===== config.mk =====
export PLATFORM = sky130hd
export DESIGN_NAME = dscs_top
export DESIGN_NICKNAME = d
export VERILOG_FILES = /design/src/design/dscs_pkg.sv /design/src/design/dscs_strm_if.sv /design/src/design/dscs_top.sv /design/src/design/dscs_pair_buf.sv
export SDC_FILE = /design/constraint.sdc
export NUM_CORES = 1
export LEC_CHECK = 0
export BUFFER_PORTS_ARGS = -buffer_cell sky130_fd_sc_hd__clkbuf_2
export CORE_MARGIN = 5
export CORE_UTILIZATION = 53
export CTS_CLUSTER_SIZE = 10
export DETAILED_ROUTE_END_ITERATION = 6
export PLACE_DENSITY = 0.74
export SLEW_MARGIN = 20
export SYNTH_ARGS = -nofsm -noshare
export SYNTH_HDL_FRONTEND = slang
export SYNTH_SLANG_ARGS = --single-unit

===== constraint.sdc =====
create_clock -name clk -period 29.3 [get_ports clk]
set_input_delay 4.395 -clock clk [delete_from_list [all_inputs] [get_ports clk]]
set_output_delay 4.395 -clock clk [all_outputs]
set_load 0.02 [all_outputs]

===== src/design/dscs_pkg.sv =====
// Constants and types of the dual speed channel select block.
// Assumes a single 250 MHz clock domain and a synchronous active-high reset.
package dscs_pkg;

  // ----------------------------------------------------------------
  // Modes and states
  // ----------------------------------------------------------------
  typedef enum logic [2:0] {
    DSCS_FAST_ONLY   = 3'h0,
    DSCS_PREC_ONLY   = 3'h1,
    DSCS_BOTH_INDEP  = 3'h2,
    DSCS_BOTH_EQUAL  = 3'h3,
    DSCS_DUAL_SPEED  = 3'h4
  } dscs_afe_mode_type;

  typedef enum logic [1:0] {
    DSCS_BR_VOLTAGE    = 2'h0,
    DSCS_BR_RESISTOR   = 2'h1,
    DSCS_BR_CURRENT    = 2'h2,
    DSCS_BR_THERMOPILE = 2'h3
  } dscs_bridge_type;

  // Path: precise -> fast -> settle -> precise; settle -> precise flips both bits
  typedef enum logic [1:0] {
    DSCS_SRC_PRECISE = 2'b00,
    DSCS_SRC_FAST    = 2'b01,
    DSCS_SRC_SETTLE  = 2'b11
  } dscs_src_type;

  // ----------------------------------------------------------------
  // Register offsets and fields
  // ----------------------------------------------------------------
  localparam logic [7:0] ADDR_CTRL   = 8'h00;
  localparam logic [7:0] ADDR_THR    = 8'h04;
  localparam logic [7:0] ADDR_TEMP   = 8'h08;
  localparam logic [7:0] ADDR_MAP    = 8'h0c;
  localparam logic [7:0] ADDR_STATUS = 8'h10;

  localparam int CTRL_MODE_LSB   = 0;
  localparam int CTRL_BR_LSB     = 4;
  localparam int THR_JUMP_LSB    = 0;
  localparam int THR_SETTLE_LSB  = 8;
  localparam int TEMP_EN_LSB     = 0;
  localparam int TEMP_PAIR_LSB   = 4;

  // ----------------------------------------------------------------
  // Reset values
  // ----------------------------------------------------------------
  localparam logic [2:0] MODE_RST       = 3'h4;
  localparam logic [1:0] BR_RST         = 2'h0;
  localparam logic [6:0] JUMP_PCT_RST   = 7'h0a;
  localparam logic [6:0] SETTLE_PCT_RST = 7'h02;
  localparam logic [3:0] TEMP_EN_RST    = 4'h1;
  localparam logic [3:0] TEMP_PAIR_RST  = 4'hf;
  localparam logic [5:0] MAP_RST        = 6'h24;
  localparam int         PCT_FULL       = 100;

endpackage


===== src/design/dscs_strm_if.sv =====
// Valid/ready word stream between the select logic and its output buffer.
// Assumes both ends sit on the same clock.
`timescale 1ns/100ps
interface dscs_strm_if #(
  parameter int W = 17
);
  logic [W-1:0] data;
  logic         valid;
  logic         ready;

  modport src (output data, output valid, input ready);
  modport snk (input data, input valid, output ready);
endinterface


===== src/design/dscs_top.sv =====
// Dual speed channel select: output source switching, temperature routing,
// main channel mapping and front-end configuration outputs.
// Assumes front-end and temperature results arrive on clk as one-cycle
// strobes; the register port master follows the plain strobe protocol.
//
// Chosen here: the register addresses and the plain strobed port.
`timescale 1ns/100ps
module dscs_top #(
  parameter int DATA_W = 16
) (
  input  wire logic                    clk,
  input  wire logic                    sys_rst,
  input  wire logic [7:0]              reg_addr,
  input  wire logic [31:0]             reg_wdata,
  input  wire logic                    reg_wr,
  input  wire logic                    reg_rd,
  output logic      [31:0]             reg_rdata,
  input  wire logic                    fast_valid,
  input  wire logic [DATA_W-1:0]       fast_data,
  input  wire logic                    precise_valid,
  input  wire logic [DATA_W-1:0]       precise_data,
  input  wire logic                    temp_valid,
  input  wire logic [1:0]              temp_sensor,
  input  wire logic [DATA_W-1:0]       temp_data,
  output logic                         conv_ready,
  output logic                         out_valid,
  output logic      [DATA_W-1:0]       out_data,
  output logic                         out_from_fast,
  input  wire logic                    out_ready,
  output logic                         excitation_en,
  output logic                         fast_conv_sel,
  output logic      [1:0]              bridge_mode,
  output logic      [3:0]              temp_acq_en,
  output logic      [3:0]              temp_acq_pair,
  output logic      [DATA_W-1:0]       main_channel_one,
  output logic      [DATA_W-1:0]       main_channel_two,
  output logic      [DATA_W-1:0]       main_channel_derived,
  output logic      [2:0][DATA_W-1:0]  logical_temp_channels
);

  if (DATA_W < 8 || DATA_W > 24) begin : g_chk
    $error("dscs_top: DATA_W must lie between 8 and 24");
  end

  // ----------------------------------------------------------------
  // Functions
  // ----------------------------------------------------------------
  // Percent of full scale as a count; one bit wider so 100% fits
  function automatic logic [DATA_W:0] pct_to_cnt(input logic [6:0] pct);
    logic [DATA_W+6:0] t;
    t = {pct, {DATA_W{1'b0}}} / (DATA_W+7)'(dscs_pkg::PCT_FULL);
    return t[DATA_W:0];
  endfunction

  function automatic logic [DATA_W:0] abs_diff(input logic [DATA_W-1:0] a,
                                               input logic [DATA_W-1:0] b);
    return (a > b) ? {1'b0, a - b} : {1'b0, b - a};
  endfunction

  // ----------------------------------------------------------------
  // Registers and decode
  // ----------------------------------------------------------------
  logic [2:0]              mode;
  logic [1:0]              br_mode;
  logic [6:0]              jump_pct;
  logic [6:0]              settle_pct;
  logic [3:0]              temp_en;
  logic [3:0]              temp_pair;
  logic [2:0][1:0]         tmap;
  logic [2:0][1:0]         next_tmap;
  logic [DATA_W-1:0]       last_fast;
  logic                    fast_seen;
  dscs_pkg::dscs_src_type  src;
  dscs_pkg::dscs_src_type  next_src;

  wire wr_ctrl = reg_wr & (reg_addr == dscs_pkg::ADDR_CTRL);
  wire wr_thr  = reg_wr & (reg_addr == dscs_pkg::ADDR_THR);
  wire wr_temp = reg_wr & (reg_addr == dscs_pkg::ADDR_TEMP);
  wire wr_map  = reg_wr & (reg_addr == dscs_pkg::ADDR_MAP);

  wire [2:0] wr_mode = reg_wdata[dscs_pkg::CTRL_MODE_LSB +: 3];
  wire       mode_ok = wr_mode <= dscs_pkg::DSCS_DUAL_SPEED;

  wire dual    = mode == dscs_pkg::DSCS_DUAL_SPEED;
  wire fast_on = mode != dscs_pkg::DSCS_PREC_ONLY;
  wire prec_on = mode != dscs_pkg::DSCS_FAST_ONLY;

  // Sensors are usable only behind an active front end
  wire [3:0] eff_en = temp_en & {{2{prec_on & ~dual}}, {2{fast_on}}};

  always_ff @(posedge clk) begin
    if (sys_rst) begin
      mode       <= dscs_pkg::MODE_RST;
      br_mode    <= dscs_pkg::BR_RST;
      jump_pct   <= dscs_pkg::JUMP_PCT_RST;
      settle_pct <= dscs_pkg::SETTLE_PCT_RST;
      temp_en    <= dscs_pkg::TEMP_EN_RST;
      temp_pair  <= dscs_pkg::TEMP_PAIR_RST;
    end else begin
      if (wr_ctrl) begin
        mode    <= mode_ok ? wr_mode : mode;
        br_mode <= reg_wdata[dscs_pkg::CTRL_BR_LSB +: 2];
      end
      if (wr_thr) begin
        jump_pct   <= reg_wdata[dscs_pkg::THR_JUMP_LSB +: 7];
        settle_pct <= reg_wdata[dscs_pkg::THR_SETTLE_LSB +: 7];
      end
      if (wr_temp) begin
        temp_en   <= reg_wdata[dscs_pkg::TEMP_EN_LSB +: 4];
        temp_pair <= reg_wdata[dscs_pkg::TEMP_PAIR_LSB +: 4];
      end
    end
  end

  // ----------------------------------------------------------------
  // Temperature channel mapping
  // ----------------------------------------------------------------
  // A write to a disabled sensor is dropped; a map that lost its sensor
  // falls back to the default, even a disabled one; results of a disabled sensor are never taken.
  for (genvar k = 0; k < 3; k++) begin : g_map
    wire [1:0] wr_sel = reg_wdata[2*k +: 2];
    wire [1:0] dflt   = dscs_pkg::MAP_RST[2*k +: 2];
    assign next_tmap[k] = (wr_map && eff_en[wr_sel]) ? wr_sel :
                          (!eff_en[tmap[k]])         ? dflt   :
                                                       tmap[k];
  end

  wire temp_take = temp_valid & eff_en[temp_sensor];

  always_ff @(posedge clk) begin
    if (sys_rst) begin
      tmap <= dscs_pkg::MAP_RST;
    end else begin
      tmap <= next_tmap;
    end
  end

  always_ff @(posedge clk) begin
    if (sys_rst) begin
      logical_temp_channels <= '0;
    end else begin
      for (int k = 0; k < 3; k++) begin
        if (temp_take && tmap[k] == temp_sensor) begin
          logical_temp_channels[k] <= temp_data;
        end
      end
    end
  end

  // ----------------------------------------------------------------
  // Output source selection
  // ----------------------------------------------------------------
  wire [DATA_W:0] jump_cnt   = pct_to_cnt(jump_pct);
  wire [DATA_W:0] settle_cnt = pct_to_cnt(settle_pct);
  wire [DATA_W:0] delta      = abs_diff(fast_data, last_fast);

  // Conversions are taken only while the buffer can hold them
  wire fast_take = fast_valid & conv_ready & fast_on;
  wire prec_take = precise_valid & conv_ready & prec_on;
  wire big_jump  = fast_take & fast_seen & (delta > jump_cnt);
  wire big_move  = fast_take & fast_seen & (delta > settle_cnt);

  // In dual speed mode every transition rides on a result strobe, so the source never changes
  // in the middle of a conversion; leaving that mode forces precise at once.
  always_comb begin
    next_src = src;
    case (src)
      dscs_pkg::DSCS_SRC_PRECISE: begin
        if (big_jump) begin
          next_src = dscs_pkg::DSCS_SRC_FAST;
        end
      end
      dscs_pkg::DSCS_SRC_FAST: begin
        if (!big_move && prec_take) begin
          next_src = dscs_pkg::DSCS_SRC_SETTLE;
        end
      end
      dscs_pkg::DSCS_SRC_SETTLE: begin
        if (big_move) begin
          next_src = dscs_pkg::DSCS_SRC_FAST;
        end else if (prec_take) begin
          next_src = dscs_pkg::DSCS_SRC_PRECISE;
        end
      end
      default: begin
        next_src = dscs_pkg::DSCS_SRC_PRECISE;
      end
    endcase
    if (!dual) begin
      next_src = dscs_pkg::DSCS_SRC_PRECISE;
    end
  end

  always_ff @(posedge clk) begin
    if (sys_rst) begin
      src       <= dscs_pkg::DSCS_SRC_PRECISE;
      fast_seen <= 1'b0;
      last_fast <= '0;
    end else begin
      src <= next_src;
      if (fast_take) begin
        fast_seen <= 1'b1;
        last_fast <= fast_data;
      end
    end
  end

  // ----------------------------------------------------------------
  // Merged output stream
  // ----------------------------------------------------------------
  wire use_fast  = dual ? (next_src != dscs_pkg::DSCS_SRC_PRECISE) : fast_on;
  wire push_fast = fast_take & use_fast;
  wire push_prec = prec_take & ~use_fast;
  wire push      = push_fast | push_prec;
  wire [DATA_W-1:0] push_word = push_fast ? fast_data : precise_data;

  dscs_strm_if #(.W(DATA_W+1)) buf_in ();
  dscs_strm_if #(.W(DATA_W+1)) buf_out ();

  assign buf_in.valid  = push;
  assign buf_in.data   = {push_fast, push_word};
  assign buf_out.ready = out_ready;

  dscs_pair_buf #(.W(DATA_W+1)) u_buf (
    .clk     (clk),
    .sys_rst (sys_rst),
    .inp     (buf_in.snk),
    .outp    (buf_out.src)
  );

  assign conv_ready    = buf_in.ready;
  assign out_valid     = buf_out.valid;
  assign out_data      = buf_out.data[DATA_W-1:0];
  assign out_from_fast = buf_out.data[DATA_W];

  // ----------------------------------------------------------------
  // Main channels and front-end controls
  // ----------------------------------------------------------------
  // Channel two exists only when both ends convert separate bridges
  wire ch2_take = prec_take & fast_on & ~dual;

  always_ff @(posedge clk) begin
    if (sys_rst) begin
      main_channel_one     <= '0;
      main_channel_two     <= '0;
      main_channel_derived <= '0;
      excitation_en        <= 1'b0;
      fast_conv_sel        <= 1'b0;
      bridge_mode          <= dscs_pkg::BR_RST;
      temp_acq_en          <= 4'h0;
      temp_acq_pair        <= 4'h0;
    end else begin
      if (push) begin
        main_channel_one <= push_word;
      end
      if (ch2_take) begin
        main_channel_two <= precise_data;
      end
      main_channel_derived <= main_channel_one - main_channel_two;
      // Excitation follows the mode only, never the selected source
      excitation_en <= prec_on;
      fast_conv_sel <= dual;
      bridge_mode   <= br_mode;
      temp_acq_en   <= eff_en;
      temp_acq_pair <= temp_pair & eff_en;
    end
  end

  // ----------------------------------------------------------------
  // Register read port
  // ----------------------------------------------------------------
  wire [31:0] rd_word =
    (reg_addr == dscs_pkg::ADDR_CTRL)   ? {26'h0, br_mode, 1'b0, mode} :
    (reg_addr == dscs_pkg::ADDR_THR)    ? {17'h0, settle_pct, 1'b0, jump_pct} :
    (reg_addr == dscs_pkg::ADDR_TEMP)   ? {24'h0, temp_pair, temp_en} :
    (reg_addr == dscs_pkg::ADDR_MAP)    ? {26'h0, tmap} :
    (reg_addr == dscs_pkg::ADDR_STATUS) ? {19'h0, conv_ready, src, eff_en, tmap} :
                                          32'h0;

  always_ff @(posedge clk) begin
    if (sys_rst) begin
      reg_rdata <= 32'h0;
    end else begin
      reg_rdata <= reg_rd ? rd_word : 32'h0;
    end
  end
endmodule


===== src/design/dscs_pair_buf.sv =====
// Two-entry stream buffer; head word, valid and ready all come from flops.
// Assumes the source holds nothing back: it only offers while ready is high.
`timescale 1ns/100ps
module dscs_pair_buf #(
  parameter int W = 17
) (
  input  wire logic  clk,
  input  wire logic  sys_rst,
  dscs_strm_if.snk   inp,
  dscs_strm_if.src   outp
);
  logic [1:0]   cnt;
  logic [W-1:0] head;
  logic [W-1:0] spare;
  logic         vld;
  logic         rdy;
  wire          push = inp.valid & rdy;
  wire          pop  = vld & outp.ready;
  wire  [1:0]   next_cnt = cnt + {1'b0, push} - {1'b0, pop};

  if (W != $bits(inp.data)) begin : g_chk
    $error("dscs_pair_buf: W does not match the stream width");
  end

  always_ff @(posedge clk) begin
    if (sys_rst) begin
      cnt <= 2'h0;
      vld <= 1'b0;
      rdy <= 1'b0;
    end else begin
      cnt <= next_cnt;
      vld <= next_cnt != 2'h0;
      rdy <= next_cnt != 2'h2;
    end
  end

  // Data flops need no reset; valid guards them
  always_ff @(posedge clk) begin
    if (pop) begin
      head  <= (cnt == 2'h2) ? spare : inp.data;
      spare <= inp.data;
    end else if (push) begin
      if (cnt == 2'h0) begin
        head <= inp.data;
      end else begin
        spare <= inp.data;
      end
    end
  end

  assign inp.ready  = rdy;
  assign outp.valid = vld;
  assign outp.data  = head;
endmodule


==> metrics.txt <==
# TYPE chip_impl_metric gauge
chip_impl_metric{name="clkSinkCount",unit=""} 213
chip_impl_metric{name="finish.net_count",unit=""} 3153
chip_impl_metric{name="worst-slew-pin-transition",unit="ps"} 1070
chip_impl_metric{name="mean_instance_size_in_the_synthesized_netlist",unit="sq um"} 7.77
chip_impl_info{name="cts_root_buf",value="sky130_fd_sc_hd__clkbuf_16"} 1
chip_impl_metric{name="die-height",unit="um"} 213
chip_impl_metric{name="floorplan.core_area",unit="sq um"} 40800
chip_impl_metric{name="slew_viol_final",unit=""} 0
chip_impl_metric{name="grt.total_usage",unit=""} 0.274
chip_impl_metric{name="vdd_drop_max",unit="mV"} 0.0649
chip_impl_metric{name="powerDensity",unit="nW/um^2"} 86.2
chip_impl_metric{name="finish.cell_count_without_fillers",unit=""} 3486
chip_impl_metric{name="p_comb_frac",unit=""} 0.685
chip_impl_metric{name="grt_pass1_vias",unit=""} 20772
chip_impl_metric{name="routed_wl",unit="um"} 66000
chip_impl_metric{name="holdPathStages",unit=""} 2
chip_impl_metric{name="cts-buffers-inserted",unit=""} 26
chip_impl_metric{name="post-route-drc-count",unit=""} 0
chip_impl_metric{name="post_route_cells_drive_above_1_share",unit=""} 0.165
chip_impl_metric{name="fp-row-count",unit=""} 74
chip_impl_metric{name="htree_levels",unit=""} 1
chip_impl_metric{name="finalCriticalPeriod",unit="ps"} 27400
chip_impl_metric{name="num_vias",unit=""} 22253
chip_impl_metric{name="antenna_found_initial",unit=""} 5
chip_impl_info{name="critical_path_capture_point_type",value="flop"} 1
chip_impl_metric{name="cts.reportedPaths.clkPinSlew",unit="ps"} 60
chip_impl_info{name="postSynth.topFlopCell",value="sky130_fd_sc_hd__dfxtp_1"} 1
chip_impl_metric{name="avgViaCountPerCell",unit=""} 6.38
chip_impl_metric{name="grt_first_pass_wirelength",unit="um"} 106000
chip_impl_metric{name="power.internal",unit="W"} 0.00101
chip_impl_metric{name="wire_length_on_met3",unit="um"} 4840
chip_impl_info{name="timing.hold.worst.class",value="reg -> reg"} 1
chip_impl_metric{name="ys_types",unit=""} 147
chip_impl_info{name="hold-path-endpoint",value="last_fast[15]$_SDFFE_PP0P_"} 1
chip_impl_metric{name="final.setup_skew",unit="ps"} 18.1
chip_impl_metric{name="gp_routability_congestion",unit=""} 0.971
chip_impl_info{name="crit_slowest_cell",value="sky130_fd_sc_hd__o21ai_1"} 1
chip_impl_metric{name="route.antenna.remaining_nets",unit=""} 0
chip_impl_metric{name="crit_fanout",unit=""} 32
chip_impl_metric{name="hpwl_reported_at_the_end_of_detailed_placement",unit="um"} 50200
chip_impl_metric{name="reg2reg_slack",unit="ps"} 1900
chip_impl_metric{name="port_buffers",unit=""} 222
chip_impl_metric{name="layout.filler_cells",unit=""} 3698
chip_impl_metric{name="boundaryPins",unit=""} 257
chip_impl_metric{name="synth_warnings",unit=""} 0
chip_impl_metric{name="yosysSeqAreaShare",unit=""} 0.211
chip_impl_info{name="path_delay_family",value="simple AND/OR/NAND/NOR gates"} 1
chip_impl_metric{name="multi_input_combinational_cell_area",unit="sq um"} 16100
chip_impl_metric{name="synth-async-reset-ratio",unit=""} 0
chip_impl_metric{name="fp.dieW",unit="um"} 213
chip_impl_metric{name="synth_seq_cells",unit=""} 213
chip_impl_metric{name="iteration_count_of_the_initial_detailed_routing_pass",unit=""} 5
chip_impl_metric{name="cts_max_path_buffers",unit=""} 3
chip_impl_metric{name="worst_hold_slack",unit="ps"} 454
chip_impl_info{name="timing_worst_setup_path_type",value="reg -> reg"} 1
chip_impl_metric{name="critical_path.n_buffers_inverters",unit=""} 18
chip_impl_metric{name="crit_arrival",unit="ps"} 27830
chip_impl_info{name="reg2reg_from",value="jump_pct[2]$_SDFFE_PP0P_"} 1
chip_impl_metric{name="post-place-ws",unit="ps"} 1580
chip_impl_metric{name="sw_frac_of_total",unit=""} 0.507
chip_impl_metric{name="cp_slowest_stage_delay",unit="ps"} 750
chip_impl_metric{name="drt-initial-drc-count",unit=""} 1966
chip_impl_info{name="crit_top_cell",value="sky130_fd_sc_hd__ha_1"} 1
chip_impl_info{name="clock_tree_from_tritoncts",value="built"} 1
chip_impl_metric{name="dp.cells",unit=""} 3434
chip_impl_metric{name="maxSlewHeadroom",unit=""} 0.289
chip_impl_info{name="routed.top_layer",value="met5"} 1
chip_impl_metric{name="seq_area",unit="sq um"} 4610
chip_impl_metric{name="max-cap-violations",unit=""} 0
chip_impl_metric{name="rr_worst_depth",unit=""} 113
chip_impl_metric{name="synthCells",unit=""} 2810
chip_impl_metric{name="final.period_utilization",unit=""} 0.935
chip_impl_metric{name="fp.dieArea",unit="sq um"} 45400
chip_impl_metric{name="synth_enable_flop_cells",unit=""} 34
chip_impl_metric{name="share_clk_of_total_power",unit=""} 0.144
chip_impl_metric{name="setup-violations-final",unit=""} 0
chip_impl_metric{name="clock_latency_on_the_worst_skew_pair",unit="ps"} 550
chip_impl_metric{name="cp_data_required_time",unit="ps"} 29720
chip_impl_info{name="crit_path_start_kind",value="flop"} 1
chip_impl_metric{name="netSwitchingPower",unit="W"} 0.00104
chip_impl_info{name="hold_path_startpoint",value="last_fast[15]$_SDFFE_PP0P_"} 1
chip_impl_metric{name="seqPwrFrac",unit=""} 0.171
chip_impl_metric{name="areaGrowthSynthToFinish",unit="%"} 9.07
chip_impl_metric{name="grt_max_degree",unit=""} 84
chip_impl_metric{name="floorplan.initialDensity",unit=""} 0.535
chip_impl_metric{name="wirelength_met1",unit="um"} 28500
chip_impl_metric{name="met2WireLength",unit="um"} 31200
chip_impl_info{name="r2r_end",value="u_buf.outp.valid$_SDFF_PP0_"} 1
chip_impl_metric{name="wl_per_cell",unit="um"} 18.9
chip_impl_metric{name="final_hold_viol_count",unit=""} 0
chip_impl_metric{name="global_route.overflow_total",unit=""} 0
chip_impl_metric{name="fmax",unit="MHz"} 36.5
chip_impl_info{name="status",value="completed"} 1
chip_impl_metric{name="timing.final.ws_setup",unit="ps"} 1900
chip_impl_metric{name="synth_area",unit="sq um"} 21800
chip_impl_metric{name="cellLeakagePower",unit="nW"} 10.3
[cell families after synthesis]
group,Yosys count,synth area share
other,1,0.000172
muxes,177,0.0860
adders and majority gates,113,0.0658
AOI/OAI and AO/OA,867,0.287
DFF,213,0.211
xor gates and xnor gates,98,0.0403
and+or+nand+nor,1071,0.252
buffers and inverters,270,0.0583
[worst max path at each step]
| stage | from | endpoint | slack [ps] | cells past startpoint |
|---|---|---|---|---|
| finish | jump_pct[2]$_SDFFE_PP0P_ | u_buf.outp.valid$_SDFF_PP0_ | 1900 | 113 |
| global route | jump_pct[2]$_SDFFE_PP0P_ | u_buf.outp.valid$_SDFF_PP0_ | -5 | 114 |
| CTS | settle_pct[6]$_SDFFE_PP0P_ | u_buf.outp.valid$_SDFF_PP0_ | 1440 | 115 |
| detailed placement | settle_pct[6]$_SDFFE_PP0P_ | u_buf.outp.valid$_SDFF_PP0_ | 1580 | 115 |
| global placement | settle_pct[6]$_SDFFE_PP0P_ | u_buf.outp.valid$_SDFF_PP0_ | 2220 | 115 |
| floorplan | settle_pct[3]$_SDFFE_PP0P_ | u_buf.outp.data[0]$_DFFE_PP_ | 6650 | 120 |
[cell usage in the layout (no fill, tap or decap), types with 29 or more instances in the layout]
cell type	Yosys	final
sky130_fd_sc_hd__nand2_1	293	293
sky130_fd_sc_hd__nor2_1	277	277
sky130_fd_sc_hd__clkbuf_2	0	221
sky130_fd_sc_hd__a21oi_1	203	202
sky130_fd_sc_hd__dfxtp_1	179	176
sky130_fd_sc_hd__o21ai_0	154	152
sky130_fd_sc_hd__mux2i_1	127	127
sky130_fd_sc_hd__ha_1	110	110
sky130_fd_sc_hd__inv_1	100	98
sky130_fd_sc_hd__a21o_1	68	68
sky130_fd_sc_hd__nand3_1	69	68
sky130_fd_sc_hd__xnor2_1	64	64
sky130_fd_sc_hd__nor3_1	62	61
sky130_fd_sc_hd__nand4_1	43	43
sky130_fd_sc_hd__mux2_2	42	42
sky130_fd_sc_hd__nor2b_1	39	39
sky130_fd_sc_hd__and2_1	37	37
sky130_fd_sc_hd__edfxtp_1	34	34
sky130_fd_sc_hd__o211ai_1	32	32
sky130_fd_sc_hd__xor2_1	31	31
sky130_fd_sc_hd__a31oi_1	31	30
sky130_fd_sc_hd__nand2b_1	29	29
[cells in the mapped netlist (all sizes together), types with 24 or more instances]
cell type / n / area share
a211oi: 34 / 0.013
a21o: 69 / 0.024
a21oi: 207 / 0.048
a31oi: 33 / 0.010
and2: 41 / 0.012
and3: 29 / 0.0088
buf: 78 / 0.025
clkbuf: 77 / 0.013
dfxtp: 179 / 0.16
edfxtp: 34 / 0.047
ha: 110 / 0.063
inv: 114 / 0.020
mux2: 43 / 0.022
mux2i: 134 / 0.064
nand2: 301 / 0.053
nand2b: 30 / 0.0087
nand3: 75 / 0.019
nand4: 45 / 0.014
nor2: 280 / 0.049
nor2b: 39 / 0.011
nor3: 66 / 0.016
nor4: 25 / 0.0090
o211ai: 36 / 0.014
o21ai: 173 / 0.040
o31ai: 24 / 0.0094
or2: 35 / 0.010
xnor2: 65 / 0.026
xor2: 33 / 0.014
[routing by layer]
metal	global-route usage	vias to the layer above
li1	-	10643
met1	0.372	10584
met2	0.464	905
met3	0.0395	113
met4	0.0631	8
met5	0	-
[state kept, by name, indices dropped and copies added (netlist names), 6 cells and up]
name,cells
reg_rdata,15
u_buf.outp.data,17
u_buf.spare,17
last_fast,16
settle_pct,7
logical_temp_channels,48
jump_pct,7
main_channel_derived,16
tmap,6
main_channel_one,16
main_channel_two,16
[area by class of cell]
| class | instances | share of cell area |
|---|---|---|
| multi-input cells | 2343 | 0.675 |
| clock buffers | 35 | 0.0287 |
| diodes | 1 | 0.000105 |
| clock inverters | 4 | 0.00320 |
| repair buffers | 243 | 0.0534 |
| inverters | 115 | 0.0184 |
| well taps | 532 | 0.0280 |
| flip-flops and latches | 213 | 0.193 |
[worst min-delay path, delay by kind of cell (launching register included)]
kind             cells  cell delay [ps]
flip-flops           1              310
AND/OR/NAND/NOR      1               50
AO/OA/AOI/OAI        1               50
[power by group through the flow]
stage	Combinational (W)	Sequential (W)	Clock, W
6_report	0.00141	0.000352	0.000295
3_5_place_dp	0.00136	0.000357	0
2_1_floorplan	0.00105	0.000381	0
5_1_grt	0.00153	0.000355	0.000313
3_3_place_gp	0.00132	0.000357	0
4_1_cts	0.00137	0.000352	0.000298
[per-stage QoR]
stage	TNS [ps]	power, W	cell area (sq um)	utilization
finish	0	0.00205	23800	0.583
global route	-4.63	0.00220	23800	0.583
CTS	0	0.00202	23700	0.580
detailed placement	0	0.00172	22900	0.561
global placement	0	0.00168	22900	0.561
floorplan	0	0.00143	21900	-
[what timing repair did]
item,4_1_cts,5_1_grt
gates resized for setup,0,9
hold buffers,0,0
setup buffers,0,12
setup endpoints to repair,0,55
No activity file was read; power rests on OpenSTA's default activity.
